<file path="config.mk">
export PLATFORM = sky130hd
export DESIGN_NAME = dpc_pin_ctrl
export DESIGN_NICKNAME = d
export VERILOG_FILES = /design/src/pkg/dpc_pkg.sv /design/src/rtl/dpc_pin_ctrl.sv
export SDC_FILE = /design/constraint.sdc
export NUM_CORES = 1
export LEC_CHECK = 0
export ABC_CLOCK_PERIOD_IN_PS = 12300
export BUFFER_PORTS_ARGS = -buffer_cell sky130_fd_sc_hd__buf_4
export CORE_MARGIN = 3
export CORE_UTILIZATION = 55
export CTS_CLUSTER_DIAMETER = 30
export CTS_CLUSTER_SIZE = 24
export DETAILED_ROUTE_END_ITERATION = 10
export PLACE_DENSITY = 0.74
export SLEW_MARGIN = 10
export SYNTH_ARGS = -nofsm -noshare
export SYNTH_HDL_FRONTEND = slang
export SYNTH_SLANG_ARGS = --single-unit
export TNS_END_PERCENT = 1
</file>
<file path="constraint.sdc">
create_clock -name mclk -period 12.3 [get_ports mclk]
set_input_delay 1.845 -clock mclk [delete_from_list [all_inputs] [get_ports mclk]]
set_output_delay 1.845 -clock mclk [all_outputs]
set_load 0.02 [all_outputs]
</file>
<file path="src/pkg/dpc_pkg.sv">
// Constants and types for the DAC pin-control and clock-detect block
package dpc_pkg;
    localparam int PIN_W = 6;
    localparam int PIN_EN = 0;
    localparam int PIN_DEEMPHASIS_SELECT_PIN = 1;
    localparam int PIN_FMT = 2;
    localparam int PIN_BCLK = 3;
    localparam int PIN_FRAME = 4;
    localparam int PIN_DATA = 5;

    localparam int CNT_W = 12;
    localparam int RATIO_N = 6;
    localparam logic [11:0] RATIO_TAB [RATIO_N] = '{12'h080, 12'h0C0,
        12'h100, 12'h180, 12'h200, 12'h300};
    localparam logic [11:0] RATIO_TOL = 12'h008;
    localparam logic [11:0] RATIO_LIMIT = 12'h308;
    localparam logic [11:0] CNT_MAX = 12'hFFF;
    localparam logic [1:0] RATE_48K = 2'h0;
    localparam logic [1:0] RATE_96K = 2'h1;
    localparam logic [1:0] RATE_192K = 2'h2;
    localparam int N_48K = 6;
    localparam int N_96K = 4;
    localparam int N_192K = 2;

    localparam int SAMPLE_W = 24;
    localparam int RJ_W = 16;
    localparam int DSP_W = 32;
    localparam logic [5:0] POS_MAX = 6'h3F;
    localparam logic [5:0] DSP_PULSE_MAX = 6'h04;
    localparam logic [5:0] PACKED_LEN = 6'h10;
    localparam logic [5:0] I2S_FIRST = 6'h02;
    localparam logic [5:0] I2S_LAST = 6'h19;
    localparam logic [4:0] PACKED_LSB = 5'h08;
    localparam logic [5:0] DSPA_FIRST = 6'h02;
    localparam logic [5:0] DSPB_FIRST = 6'h01;
    localparam logic [5:0] DSP_LAST = 6'h1F;

    localparam int ADDR_W = 8;
    localparam logic [7:0] ADDR_CTRL = 8'h00;
    localparam logic [7:0] ADDR_STATUS = 8'h04;
    localparam logic [7:0] ADDR_RATIO = 8'h08;
    localparam logic [7:0] ADDR_LEFT = 8'h0C;
    localparam logic [7:0] ADDR_RIGHT = 8'h10;
    localparam logic [1:0] CTRL_RESET = 2'h0;
    localparam int ST_POWERED = 0;
    localparam int ST_HIGH_PERF = 1;
    localparam int ST_DEEMPHASIS_SELECT_PIN = 2;
    localparam int ST_MUTE = 3;
    localparam int ST_DSP = 4;
    localparam int ST_WORD16 = 5;
    localparam int ST_I2S = 6;
    localparam logic [1:0] RESP_OKAY = 2'h0;
    localparam logic [1:0] RESP_SLVERR = 2'h2;

    typedef enum logic [3:0] {
        MODE_RJ = 4'h1,
        MODE_I2S = 4'h2,
        MODE_DSPA = 4'h4,
        MODE_DSPB = 4'h8
    } dpc_mode_type;
endpackage

</file>
<file path="src/rtl/dpc_pin_ctrl.sv">
// Pin control, clock-ratio detect and serial input of a stereo DAC
//
// Decided for this implementation: the AXI4-Lite interface to the registers and the placing of the registers.
`timescale 1ns/1ps
module dpc_pin_ctrl
    import dpc_pkg::*;
(
    input wire logic mclk,
    input wire logic rst,
    input wire logic ce,
    input wire logic enable_pin,
    input wire logic format_pin,
    input wire logic deemphasis_select_pin,
    input wire logic bit_clock,
    input wire logic frame_clock,
    input wire logic serial_audio_data,
    input wire logic [ADDR_W-1:0] s_axi_awaddr,
    input wire logic s_axi_awvalid,
    output logic s_axi_awready,
    input wire logic [31:0] s_axi_wdata,
    input wire logic [3:0] s_axi_wstrb,
    input wire logic s_axi_wvalid,
    output logic s_axi_wready,
    output logic [1:0] s_axi_bresp,
    output logic s_axi_bvalid,
    input wire logic s_axi_bready,
    input wire logic [ADDR_W-1:0] s_axi_araddr,
    input wire logic s_axi_arvalid,
    output logic s_axi_arready,
    output logic [31:0] s_axi_rdata,
    output logic [1:0] s_axi_rresp,
    output logic s_axi_rvalid,
    input wire logic s_axi_rready,
    output logic powered_up,
    output logic high_perf,
    output logic deemphasis_on,
    output logic converter_run,
    output logic mute,
    output logic [SAMPLE_W-1:0] left_sample,
    output logic [SAMPLE_W-1:0] right_sample,
    output logic sample_valid
);
    logic [PIN_W-1:0] pin_s1_reg, pin_s2_reg, pin_last_reg;
    logic powered_reg, high_perf_reg, deemphasis_select_pin_on_reg;
    logic [CNT_W-1:0] cnt_reg, ratio_reg;
    logic seen_reg, mute_reg;
    logic fr_last_reg, dsp_reg, word16_reg;
    logic [5:0] pos_reg, half_len_reg, dsp_pos_reg;
    dpc_mode_type mode_reg, mode_next;
    logic [RJ_W-1:0] rj_sh_reg;
    logic [SAMPLE_W-1:0] i2s_sh_reg, lr_word;
    logic [DSP_W-1:0] dsp_sh_reg;
    logic [SAMPLE_W-1:0] left_reg, right_reg;
    logic valid_reg;
    logic aw_full_reg, w_full_reg, bvalid_reg, rvalid_reg;
    logic [ADDR_W-1:0] awaddr_reg;
    logic [31:0] wdata_reg, rdata_reg, rd_data;
    logic [3:0] wstrb_reg;
    logic [1:0] bresp_reg, rresp_reg, rate_reg;
    logic rd_hit;

    function automatic logic ratio_ok(input logic [11:0] c,
                                      input logic [1:0] r);
        logic ok;
        int n;
        ok = 1'b0;
        n = (r == RATE_192K) ? N_192K : ((r == RATE_96K) ? N_96K : N_48K);
        for (int i = 0; i < RATIO_N; i++) begin
            if (i < n && c + RATIO_TOL >= RATIO_TAB[i]
                && c <= RATIO_TAB[i] + RATIO_TOL) begin
                ok = 1'b1;
            end
        end
        return ok;
    endfunction

    // Pins come from outside the mclk domain
    always_ff @(posedge mclk or posedge rst) begin
        if (rst) begin
            pin_s1_reg <= '0;
            pin_s2_reg <= '0;
            pin_last_reg <= '0;
        end else if (ce) begin
            pin_s1_reg <= {serial_audio_data, frame_clock, bit_clock,
                           format_pin, deemphasis_select_pin, enable_pin};
            pin_s2_reg <= pin_s1_reg;
            pin_last_reg <= pin_s2_reg;
        end
    end

    wire en = pin_s2_reg[PIN_EN];
    wire en_rise = en & ~pin_last_reg[PIN_EN];
    wire deemphasis_select_pin_lvl = pin_s2_reg[PIN_DEEMPHASIS_SELECT_PIN];
    wire fmt = pin_s2_reg[PIN_FMT];
    wire bc_rise = pin_s2_reg[PIN_BCLK] & ~pin_last_reg[PIN_BCLK];
    wire fr_now = pin_s2_reg[PIN_FRAME];
    wire fr_rise_m = fr_now & ~pin_last_reg[PIN_FRAME];
    wire dat = pin_s2_reg[PIN_DATA];
    wire ok_now = ratio_ok(cnt_reg, rate_reg);

    always_ff @(posedge mclk or posedge rst) begin
        if (rst) begin
            powered_reg <= 1'b0;
            high_perf_reg <= 1'b0;
            deemphasis_select_pin_on_reg <= 1'b0;
        end else if (ce) begin
            powered_reg <= en;
            if (en_rise) begin
                high_perf_reg <= deemphasis_select_pin_lvl;
            end
            deemphasis_select_pin_on_reg <= en & deemphasis_select_pin_lvl;
        end
    end

    // Master clocks per frame, measured rising edge to rising edge
    always_ff @(posedge mclk or posedge rst) begin
        if (rst) begin
            cnt_reg <= '0;
            ratio_reg <= '0;
            seen_reg <= 1'b0;
            mute_reg <= 1'b1;
        end else if (ce) begin
            if (!en) begin
                cnt_reg <= '0;
                seen_reg <= 1'b0;
                mute_reg <= 1'b1;
            end else if (fr_rise_m) begin
                ratio_reg <= cnt_reg;
                cnt_reg <= 12'h001;
                seen_reg <= 1'b1;
                if (seen_reg) begin
                    mute_reg <= ~ok_now;
                end
            end else begin
                if (cnt_reg != CNT_MAX) begin
                    cnt_reg <= cnt_reg + 12'h001;
                end
                if (cnt_reg > RATIO_LIMIT) begin
                    mute_reg <= 1'b1;
                end
            end
        end
    end

    // Frame-clock levels seen at bit-clock rising edges
    wire fr_chg = fr_now != fr_last_reg;
    wire [5:0] pos_next = fr_chg ? 6'h01 :
        ((pos_reg == POS_MAX) ? POS_MAX : pos_reg + 6'h01);
    wire [5:0] dsp_pos_next = (fr_chg && fr_now) ? 6'h01 :
        ((dsp_pos_reg == POS_MAX) ? POS_MAX : dsp_pos_reg + 6'h01);
    wire [5:0] dsp_first = fmt ? DSPA_FIRST : DSPB_FIRST;
    wire [5:0] dsp_idx = dsp_pos_next - dsp_first;
    wire dsp_cap = dsp_pos_next >= dsp_first && dsp_idx <= DSP_LAST;
    wire i2s_cap = pos_next >= I2S_FIRST && pos_next <= I2S_LAST;

    always_ff @(posedge mclk or posedge rst) begin
        if (rst) begin
            fr_last_reg <= 1'b0;
            pos_reg <= '0;
            dsp_pos_reg <= POS_MAX;
            half_len_reg <= '0;
            word16_reg <= 1'b0;
            dsp_reg <= 1'b0;
        end else if (ce) begin
            if (!en) begin
                pos_reg <= '0;
                dsp_pos_reg <= POS_MAX;
                half_len_reg <= '0;
                word16_reg <= 1'b0;
                dsp_reg <= 1'b0;
            end else if (bc_rise) begin
                fr_last_reg <= fr_now;
                pos_reg <= pos_next;
                dsp_pos_reg <= dsp_pos_next;
                if (fr_chg) begin
                    half_len_reg <= pos_reg;
                    word16_reg <= pos_reg == PACKED_LEN
                                  && half_len_reg == PACKED_LEN;
                    if (fr_last_reg) begin
                        dsp_reg <= pos_reg <= DSP_PULSE_MAX;
                    end
                end
            end
        end
    end

    always_comb begin
        case ({dsp_reg, fmt})
            2'b00: mode_next = MODE_RJ;
            2'b01: mode_next = MODE_I2S;
            2'b10: mode_next = MODE_DSPB;
            2'b11: mode_next = MODE_DSPA;
            default: mode_next = MODE_RJ;
        endcase
    end

    always_ff @(posedge mclk or posedge rst) begin
        if (rst) begin
            mode_reg <= MODE_RJ;
        end else if (ce) begin
            mode_reg <= mode_next;
        end
    end

    // Word ending at this frame change; packed I2S LSB lands after it
    always_comb begin
        lr_word = i2s_sh_reg;
        case (mode_reg)
            MODE_RJ: lr_word = {rj_sh_reg, 8'h00};
            MODE_I2S: begin
                if (word16_reg) begin
                    lr_word[PACKED_LSB] = dat;
                end
            end
            default: lr_word = i2s_sh_reg;
        endcase
    end

    always_ff @(posedge mclk or posedge rst) begin
        if (rst) begin
            rj_sh_reg <= '0;
            i2s_sh_reg <= '0;
            dsp_sh_reg <= '0;
            left_reg <= '0;
            right_reg <= '0;
            valid_reg <= 1'b0;
        end else if (ce) begin
            valid_reg <= 1'b0;
            if (!en) begin
                i2s_sh_reg <= '0;
                left_reg <= '0;
                right_reg <= '0;
            end else if (bc_rise) begin
                rj_sh_reg <= {rj_sh_reg[RJ_W-2:0], dat};
                if (i2s_cap) begin
                    // Bits past the 24th are dropped
                    i2s_sh_reg[5'(I2S_LAST - pos_next)] <= dat;
                end
                if (dsp_cap) begin
                    dsp_sh_reg <= {dsp_sh_reg[DSP_W-2:0], dat};
                end
                if (fr_chg && (mode_reg == MODE_RJ || mode_reg == MODE_I2S))
                begin
                    i2s_sh_reg <= '0;
                    // Left is high in right justified, low in I2S
                    if (fr_last_reg == (mode_reg == MODE_RJ)) begin
                        left_reg <= mute_reg ? '0 : lr_word;
                    end else begin
                        right_reg <= mute_reg ? '0 : lr_word;
                        valid_reg <= ~mute_reg;
                    end
                end
                if ((mode_reg == MODE_DSPA || mode_reg == MODE_DSPB)
                    && dsp_cap && dsp_idx == DSP_LAST) begin
                    left_reg <= mute_reg ? '0 :
                        {dsp_sh_reg[DSP_W-2:RJ_W-1], 8'h00};
                    right_reg <= mute_reg ? '0 :
                        {dsp_sh_reg[RJ_W-2:0], dat, 8'h00};
                    valid_reg <= ~mute_reg;
                end
            end
        end
    end

    assign powered_up = powered_reg;
    assign high_perf = high_perf_reg;
    assign deemphasis_on = deemphasis_select_pin_on_reg;
    assign mute = mute_reg;
    assign converter_run = powered_reg & ~mute_reg;
    assign left_sample = left_reg;
    assign right_sample = right_reg;
    assign sample_valid = valid_reg;

    // AXI4-Lite slave
    assign s_axi_awready = ce & ~aw_full_reg & ~bvalid_reg;
    assign s_axi_wready = ce & ~w_full_reg & ~bvalid_reg;
    assign s_axi_arready = ce & ~rvalid_reg;
    assign s_axi_bvalid = bvalid_reg;
    assign s_axi_bresp = bresp_reg;
    assign s_axi_rvalid = rvalid_reg;
    assign s_axi_rdata = rdata_reg;
    assign s_axi_rresp = rresp_reg;

    always_ff @(posedge mclk or posedge rst) begin
        if (rst) begin
            aw_full_reg <= 1'b0;
            w_full_reg <= 1'b0;
            bvalid_reg <= 1'b0;
            bresp_reg <= RESP_OKAY;
            awaddr_reg <= '0;
            wdata_reg <= '0;
            wstrb_reg <= '0;
            rate_reg <= CTRL_RESET;
        end else if (ce) begin
            if (s_axi_awvalid && s_axi_awready) begin
                aw_full_reg <= 1'b1;
                awaddr_reg <= {s_axi_awaddr[ADDR_W-1:2], 2'b00};
            end
            if (s_axi_wvalid && s_axi_wready) begin
                w_full_reg <= 1'b1;
                wdata_reg <= s_axi_wdata;
                wstrb_reg <= s_axi_wstrb;
            end
            if (aw_full_reg && w_full_reg && !bvalid_reg) begin
                aw_full_reg <= 1'b0;
                w_full_reg <= 1'b0;
                bvalid_reg <= 1'b1;
                bresp_reg <= (awaddr_reg <= ADDR_RIGHT) ? RESP_OKAY
                                                        : RESP_SLVERR;
                if (awaddr_reg == ADDR_CTRL && wstrb_reg[0]) begin
                    rate_reg <= wdata_reg[1:0];
                end
            end else if (bvalid_reg && s_axi_bready) begin
                bvalid_reg <= 1'b0;
            end
        end
    end

    always_comb begin
        rd_hit = 1'b1;
        rd_data = '0;
        case ({s_axi_araddr[ADDR_W-1:2], 2'b00})
            ADDR_CTRL: rd_data[1:0] = rate_reg;
            ADDR_STATUS: begin
                rd_data[ST_POWERED] = powered_reg;
                rd_data[ST_HIGH_PERF] = high_perf_reg;
                rd_data[ST_DEEMPHASIS_SELECT_PIN] = deemphasis_select_pin_on_reg;
                rd_data[ST_MUTE] = mute_reg;
                rd_data[ST_DSP] = dsp_reg;
                rd_data[ST_WORD16] = word16_reg;
                rd_data[ST_I2S] = fmt;
            end
            ADDR_RATIO: rd_data[CNT_W-1:0] = ratio_reg;
            ADDR_LEFT: rd_data[SAMPLE_W-1:0] = left_reg;
            ADDR_RIGHT: rd_data[SAMPLE_W-1:0] = right_reg;
            default: rd_hit = 1'b0;
        endcase
    end

    always_ff @(posedge mclk or posedge rst) begin
        if (rst) begin
            rvalid_reg <= 1'b0;
            rdata_reg <= '0;
            rresp_reg <= RESP_OKAY;
        end else if (ce) begin
            if (s_axi_arvalid && s_axi_arready) begin
                rvalid_reg <= 1'b1;
                rdata_reg <= rd_data;
                rresp_reg <= rd_hit ? RESP_OKAY : RESP_SLVERR;
            end else if (rvalid_reg && s_axi_rready) begin
                rvalid_reg <= 1'b0;
            end
        end
    end
endmodule

</file>
==> impl_table.tex <==
\begin{tabular}{lr}
\hline
Metric & Value \\
\hline
\multicolumn{2}{l}{\textbf{Global routing}} \\
\quad Maximum number of pins on one net before global-route repair & 86 \\
\quad GRT Resource Usage Total & roughly a quarter \\
\quad Antenna violations before repair & 0 \\
\quad Overflow left after global routing & 0 \\
\quad First-pass GRT wire length & around 46,000 um \\
\quad Via count of the first global-routing pass & about 8,600 \\
\multicolumn{2}{l}{\textbf{Clock network}} \\
\quad Gates resized, CTS repair & 0 \\
\quad Setup bufs post-CTS & 0 \\
\quad Bufs on Longest Clock Path & 3 \\
\quad H-tree Lvls & 2 \\
\quad Skew-Pair Late Insertion Delay & about 0.55 ns \\
\quad Post-cts hold buffer count & 0 \\
\quad Number of sinks on the clock net & 229 \\
\quad TritonCTS clock tree & done \\
\quad Reg clk slew, reported paths & around 0.04 ns \\
\quad Buffer type at the clock tree root & clkbuf\_16 \\
\quad Number of CTS-inserted buffers & 44 \\
\multicolumn{2}{l}{\textbf{Hold path}} \\
\quad Class of the tightest hold or removal check & flip-flop to flip-flop \\
\quad Worst hold path cell count & 2 \\
\quad Hold Crit Start & s\_axi\_rdata[17]\$\_DFFE\_PP0P\_ \\
\quad End point of the most critical hold path & s\_axi\_rdata[17]\$\_DFFE\_PP0P\_ \\
\multicolumn{2}{l}{\textbf{Power}} \\
\quad LEAKAGE & between 6 and 7 nW \\
\quad Largest vdd supply drop & 0.1495 mV \\
\quad Power per cell area & approximately 180 nW/um\^{}2 \\
\multicolumn{2}{l}{\textbf{Worst setup path}} \\
\quad Sort of element at the start of the critical path & primary input \\
\quad Most used cell along the critical path & buf\_4 \\
\quad Worst EP required & 10.45 ns \\
\quad Family with the most delay on the worst path & buffers and inverters \\
\quad Register-to-register path setup slack & just over 8 ns \\
\quad Worst setup path category & primary input to output port \\
\quad Critical path peak fanout & 35 \\
\quad Arrival time of the worst setup path & approximately 2.9 ns \\
\quad Bufs and invs on worst path & 3 \\
\quad Cell-by-cell trace of the critical path & buf\_4, inv\_1, nor2\_1, buf\_4 \\
\quad Slowest stage cell, crit path & buf\_4 \\
\quad Worst Reg-to-Reg Cells & 13 \\
\quad Terminus of the critical flop-to-flop path & right\_sample[18]\$\_DFFE\_PP0P\_ \\
\quad Critical Path Sink Type & output port \\
\quad Biggest cell delay along the critical path & between 0.3 and 0.4 ns \\
\quad Reg-to-reg critical path startpoint & dsp\_pos\_reg[0]\$\_DFFE\_PP1P\_ \\
\multicolumn{2}{l}{\textbf{STA}} \\
\quad Clock tree skew after final layout & 0.01982 ns \\
\quad Count of final max-slew check failures & 0 \\
\quad Post-layout worst setup margin & roughly 7.6 ns \\
\quad Max frequency & 0.2107 GHz \\
\quad Slew headroom & 19.02\% \\
\quad Worst slew pin tran & $\sim$1.2 ns \\
\quad Setup repair after global routing missed its margin & no \\
\quad Post-route fraction of the period consumed by the critical path & roughly two fifths \\
\quad Setup tns final & 0 ns \\
\quad Final number of hold-violating endpoints & 0 \\
\quad Smallest hold slack & between 0.4 and 0.5 ns \\
\quad Minimum clock period & approximately 4.7 ns \\
\quad Setup Viol. Count Final & 0 \\
\multicolumn{2}{l}{\textbf{Floorplan}} \\
\quad Die width & 149.2 um \\
\quad Die span in y & approximately 150 um \\
\quad Placeable Area & 19,780 sq um \\
\quad Die Area & 22,250 sq um \\
\quad Number of placed I/O pins & about 160 \\
\quad Standard-cell row count & a little over 50 \\
\quad Initial standard-cell utilization of the core & between 50 and 60\% \\
\multicolumn{2}{l}{\textbf{Logic synthesis}} \\
\quad Top-area cell type share of the netlist area & about 50\% \\
\quad Xor/xnor cell area share of the yosys netlist & 1.010\% \\
\quad Count of yosys warnings during synthesis & 0 \\
\quad Number of distinct library cells after synthesis & 75 \\
\quad Area share of and/or/nand/nor cells after synthesis & between 10\% and 20\% \\
\quad Synthesized cell area & 11,270 sq um \\
\quad Gate count after technology mapping & 1,108 \\
\quad FFs w/ async S/R, synth & between 90\% and 100\% \\
\quad Share of synthesized area spent on multiplexers & roughly 9\% \\
\quad Area leader, netlist & dfrtp\_1 \\
\quad Number of synthesized register bits & around 230 \\
\quad Most instantiated flip-flop cell in the synthesis netlist & dfrtp\_1 \\
\quad Largest cells by area after synthesis & dfrtp\_1 49\%, mux2\_2 6.2\%, nand2\_1 5.5\% \\
\quad Fraction of the yosys area taken by sequential cells & around 50\% \\
\quad Dominant cell by count in the synthesized netlist & dfrtp\_1 \\
\quad Average instance area after synthesis & around 10 sq um \\
\quad Post-synthesis adder-cell area fraction & between 1.5 and 2\% \\
\quad Combinational family with the most area after synthesis & compound AO/OA/AOI/OAI gates \\
\quad Count of flip-flops with a built-in enable after synthesis & 0 \\
\quad Leading post-synthesis cells by instance count & 221 x dfrtp\_1, 166 x nand2\_1, 91 x o21ai\_0 \\
\quad Post-synthesis compound-gate area fraction & a little under a fifth \\
\multicolumn{2}{l}{\textbf{Cells and area}} \\
\quad Max FFs per register & 31 \\
\quad Count of fill cells added during filler insertion & $\sim$1,400 \\
\quad Final instance count without filler cells & between 1,500 and 2,000 \\
\quad Count of inserted antenna diode cells & 0 \\
\quad Final Net Count & between 1,000 and 1,500 \\
\quad Area growth syn-to-layout & 22.33\% \\
\quad Util after Layout & between 60\% and 70\% \\
\quad Fraction of final layout cells with drive strength greater than 1 & 23.31\% \\
\multicolumn{2}{l}{\textbf{Detailed routing}} \\
\quad Count of nets left with antenna violations after detail routing & 0 \\
\quad DR vias/cell & about 6.0 \\
\quad Routed WL & roughly 30,000 um \\
\quad Number of violations reported at the end of detailed-routing iteration 0 & between 700 and 800 \\
\quad Residual DRC count & 0 \\
\quad DR WL/cell & approximately 19 um \\
\quad Drt first pass iters & 6 \\
\quad Via count & roughly 9,100 \\
\multicolumn{2}{l}{\textbf{Place}} \\
\quad Post-detailed-placement half-perimeter wirelength & 19,790 um \\
\quad Placed cell count & 1,428 \\
\quad Final estimated routing congestion in global placement & 0.8811 \\
\quad Number of buffers added on ports & 113 \\
\quad Post-Place Worst Slack & between 7 and 8 ns \\
\multicolumn{2}{l}{\textbf{Job}} \\
\quad Max\_cap viols & 0 \\
\multicolumn{2}{l}{\textbf{Run status}} \\
\quad Result of the run & finished, final reports clean \\
\hline
\end{tabular}
[metrics by stage]
stage | power [mW] | instance area, sq um
global route | 2.591 | 13790
CTS | 2.507 | 13790
global placement | 1.247 | 12220
floorplan | 1.152 | 11310
detailed placement | 1.259 | 12220
finish | 2.494 | 13790
[worst min-delay path, stage by stage, from the launching register on]
cell	delay, ns
dfrtp_1	0.34
nand2_1	0.04
o21ai_0	0.06
[cells by family (layout without fill, tap and decap cells)]
logic type               Yosys count  after routing
AO/OA/AOI/OAI                    284            284
XOR/XNOR                          13             13
adder cells (fa/ha/maj)           15             15
buffers and inverters            121            248
flip-flops                       229            229
multiplexers                      92             92
other                              1             10
AND/OR/NAND/NOR                  353            353
[cells in the final DEF (no fill, tap or decap), drive strengths merged, types with 8 or more instances in the layout]
cell type | synthesis | routed
a22o | 15 | 15
xnor2 | 9 | 9
a31oi | 8 | 8
nand4 | 16 | 16
and2 | 8 | 8
dfrtp | 221 | 221
a41oi | 18 | 18
nor2 | 43 | 43
mux2 | 62 | 62
nor3 | 16 | 16
a21oi | 43 | 43
clkinv | 0 | 11
dfstp | 8 | 8
buf | 29 | 122
o21ai | 96 | 96
nand2 | 166 | 166
a32o | 28 | 28
nand2b | 33 | 33
nand3 | 30 | 30
inv | 45 | 47
conb | 1 | 10
clkbuf | 47 | 56
a22oi | 17 | 17
mux2i | 30 | 30
ha | 14 | 14
nor2b | 8 | 8
[worst max-delay path by stage]
stage	from	endpoint	slack (ns)	cells after the start
final	ce	s_axi_arready	7.55	4
after CTS	ce	s_axi_arready	7.54	4
after floorplan	rst	aw_full_reg$_DFFE_PP0P_	4.19	1
after global routing	ce	s_axi_arready	7.45	4
after global placement	ce	s_axi_arready	7.54	4
after detailed placement	ce	s_axi_arready	7.54	4
[per-layer routing]
| metal | up-vias | part of all wire, % | global-route usage, % |
|---|---|---|---|
| met5 | - | 0 | 0 |
| met4 | 0 | 1.7 | 7.368 |
| met3 | 38 | 6.7 | 4.497 |
| met2 | 338 | 48 | 42.07 |
| met1 | 4492 | 43 | 36.42 |
| li1 | 4196 | - | - |
[final cells by class]
cell class / count / area (sq um) / area share [%]
flip-flops and latches: 229 / 5741 / 41.62
multi-input cells: 767 / 5059 / 36.68
clock buffers: 56 / 1216 / 8.818
repair buffers: 122 / 915.9 / 6.641
clock inverters: 25 / 352.8 / 2.558
well taps: 265 / 331.6 / 2.404
inverters: 45 / 176.4 / 1.279
[where the power goes]
| group | internal [mW] | switching [mW] | total (mW) |
|---|---|---|---|
| clock | 0.831 | 0.407 | 1.24 |
| sequential | 0.817 | 0.0593 | 0.877 |
| combinational | 0.142 | 0.236 | 0.378 |
Note: power is estimated with default switching activity, not from simulation.
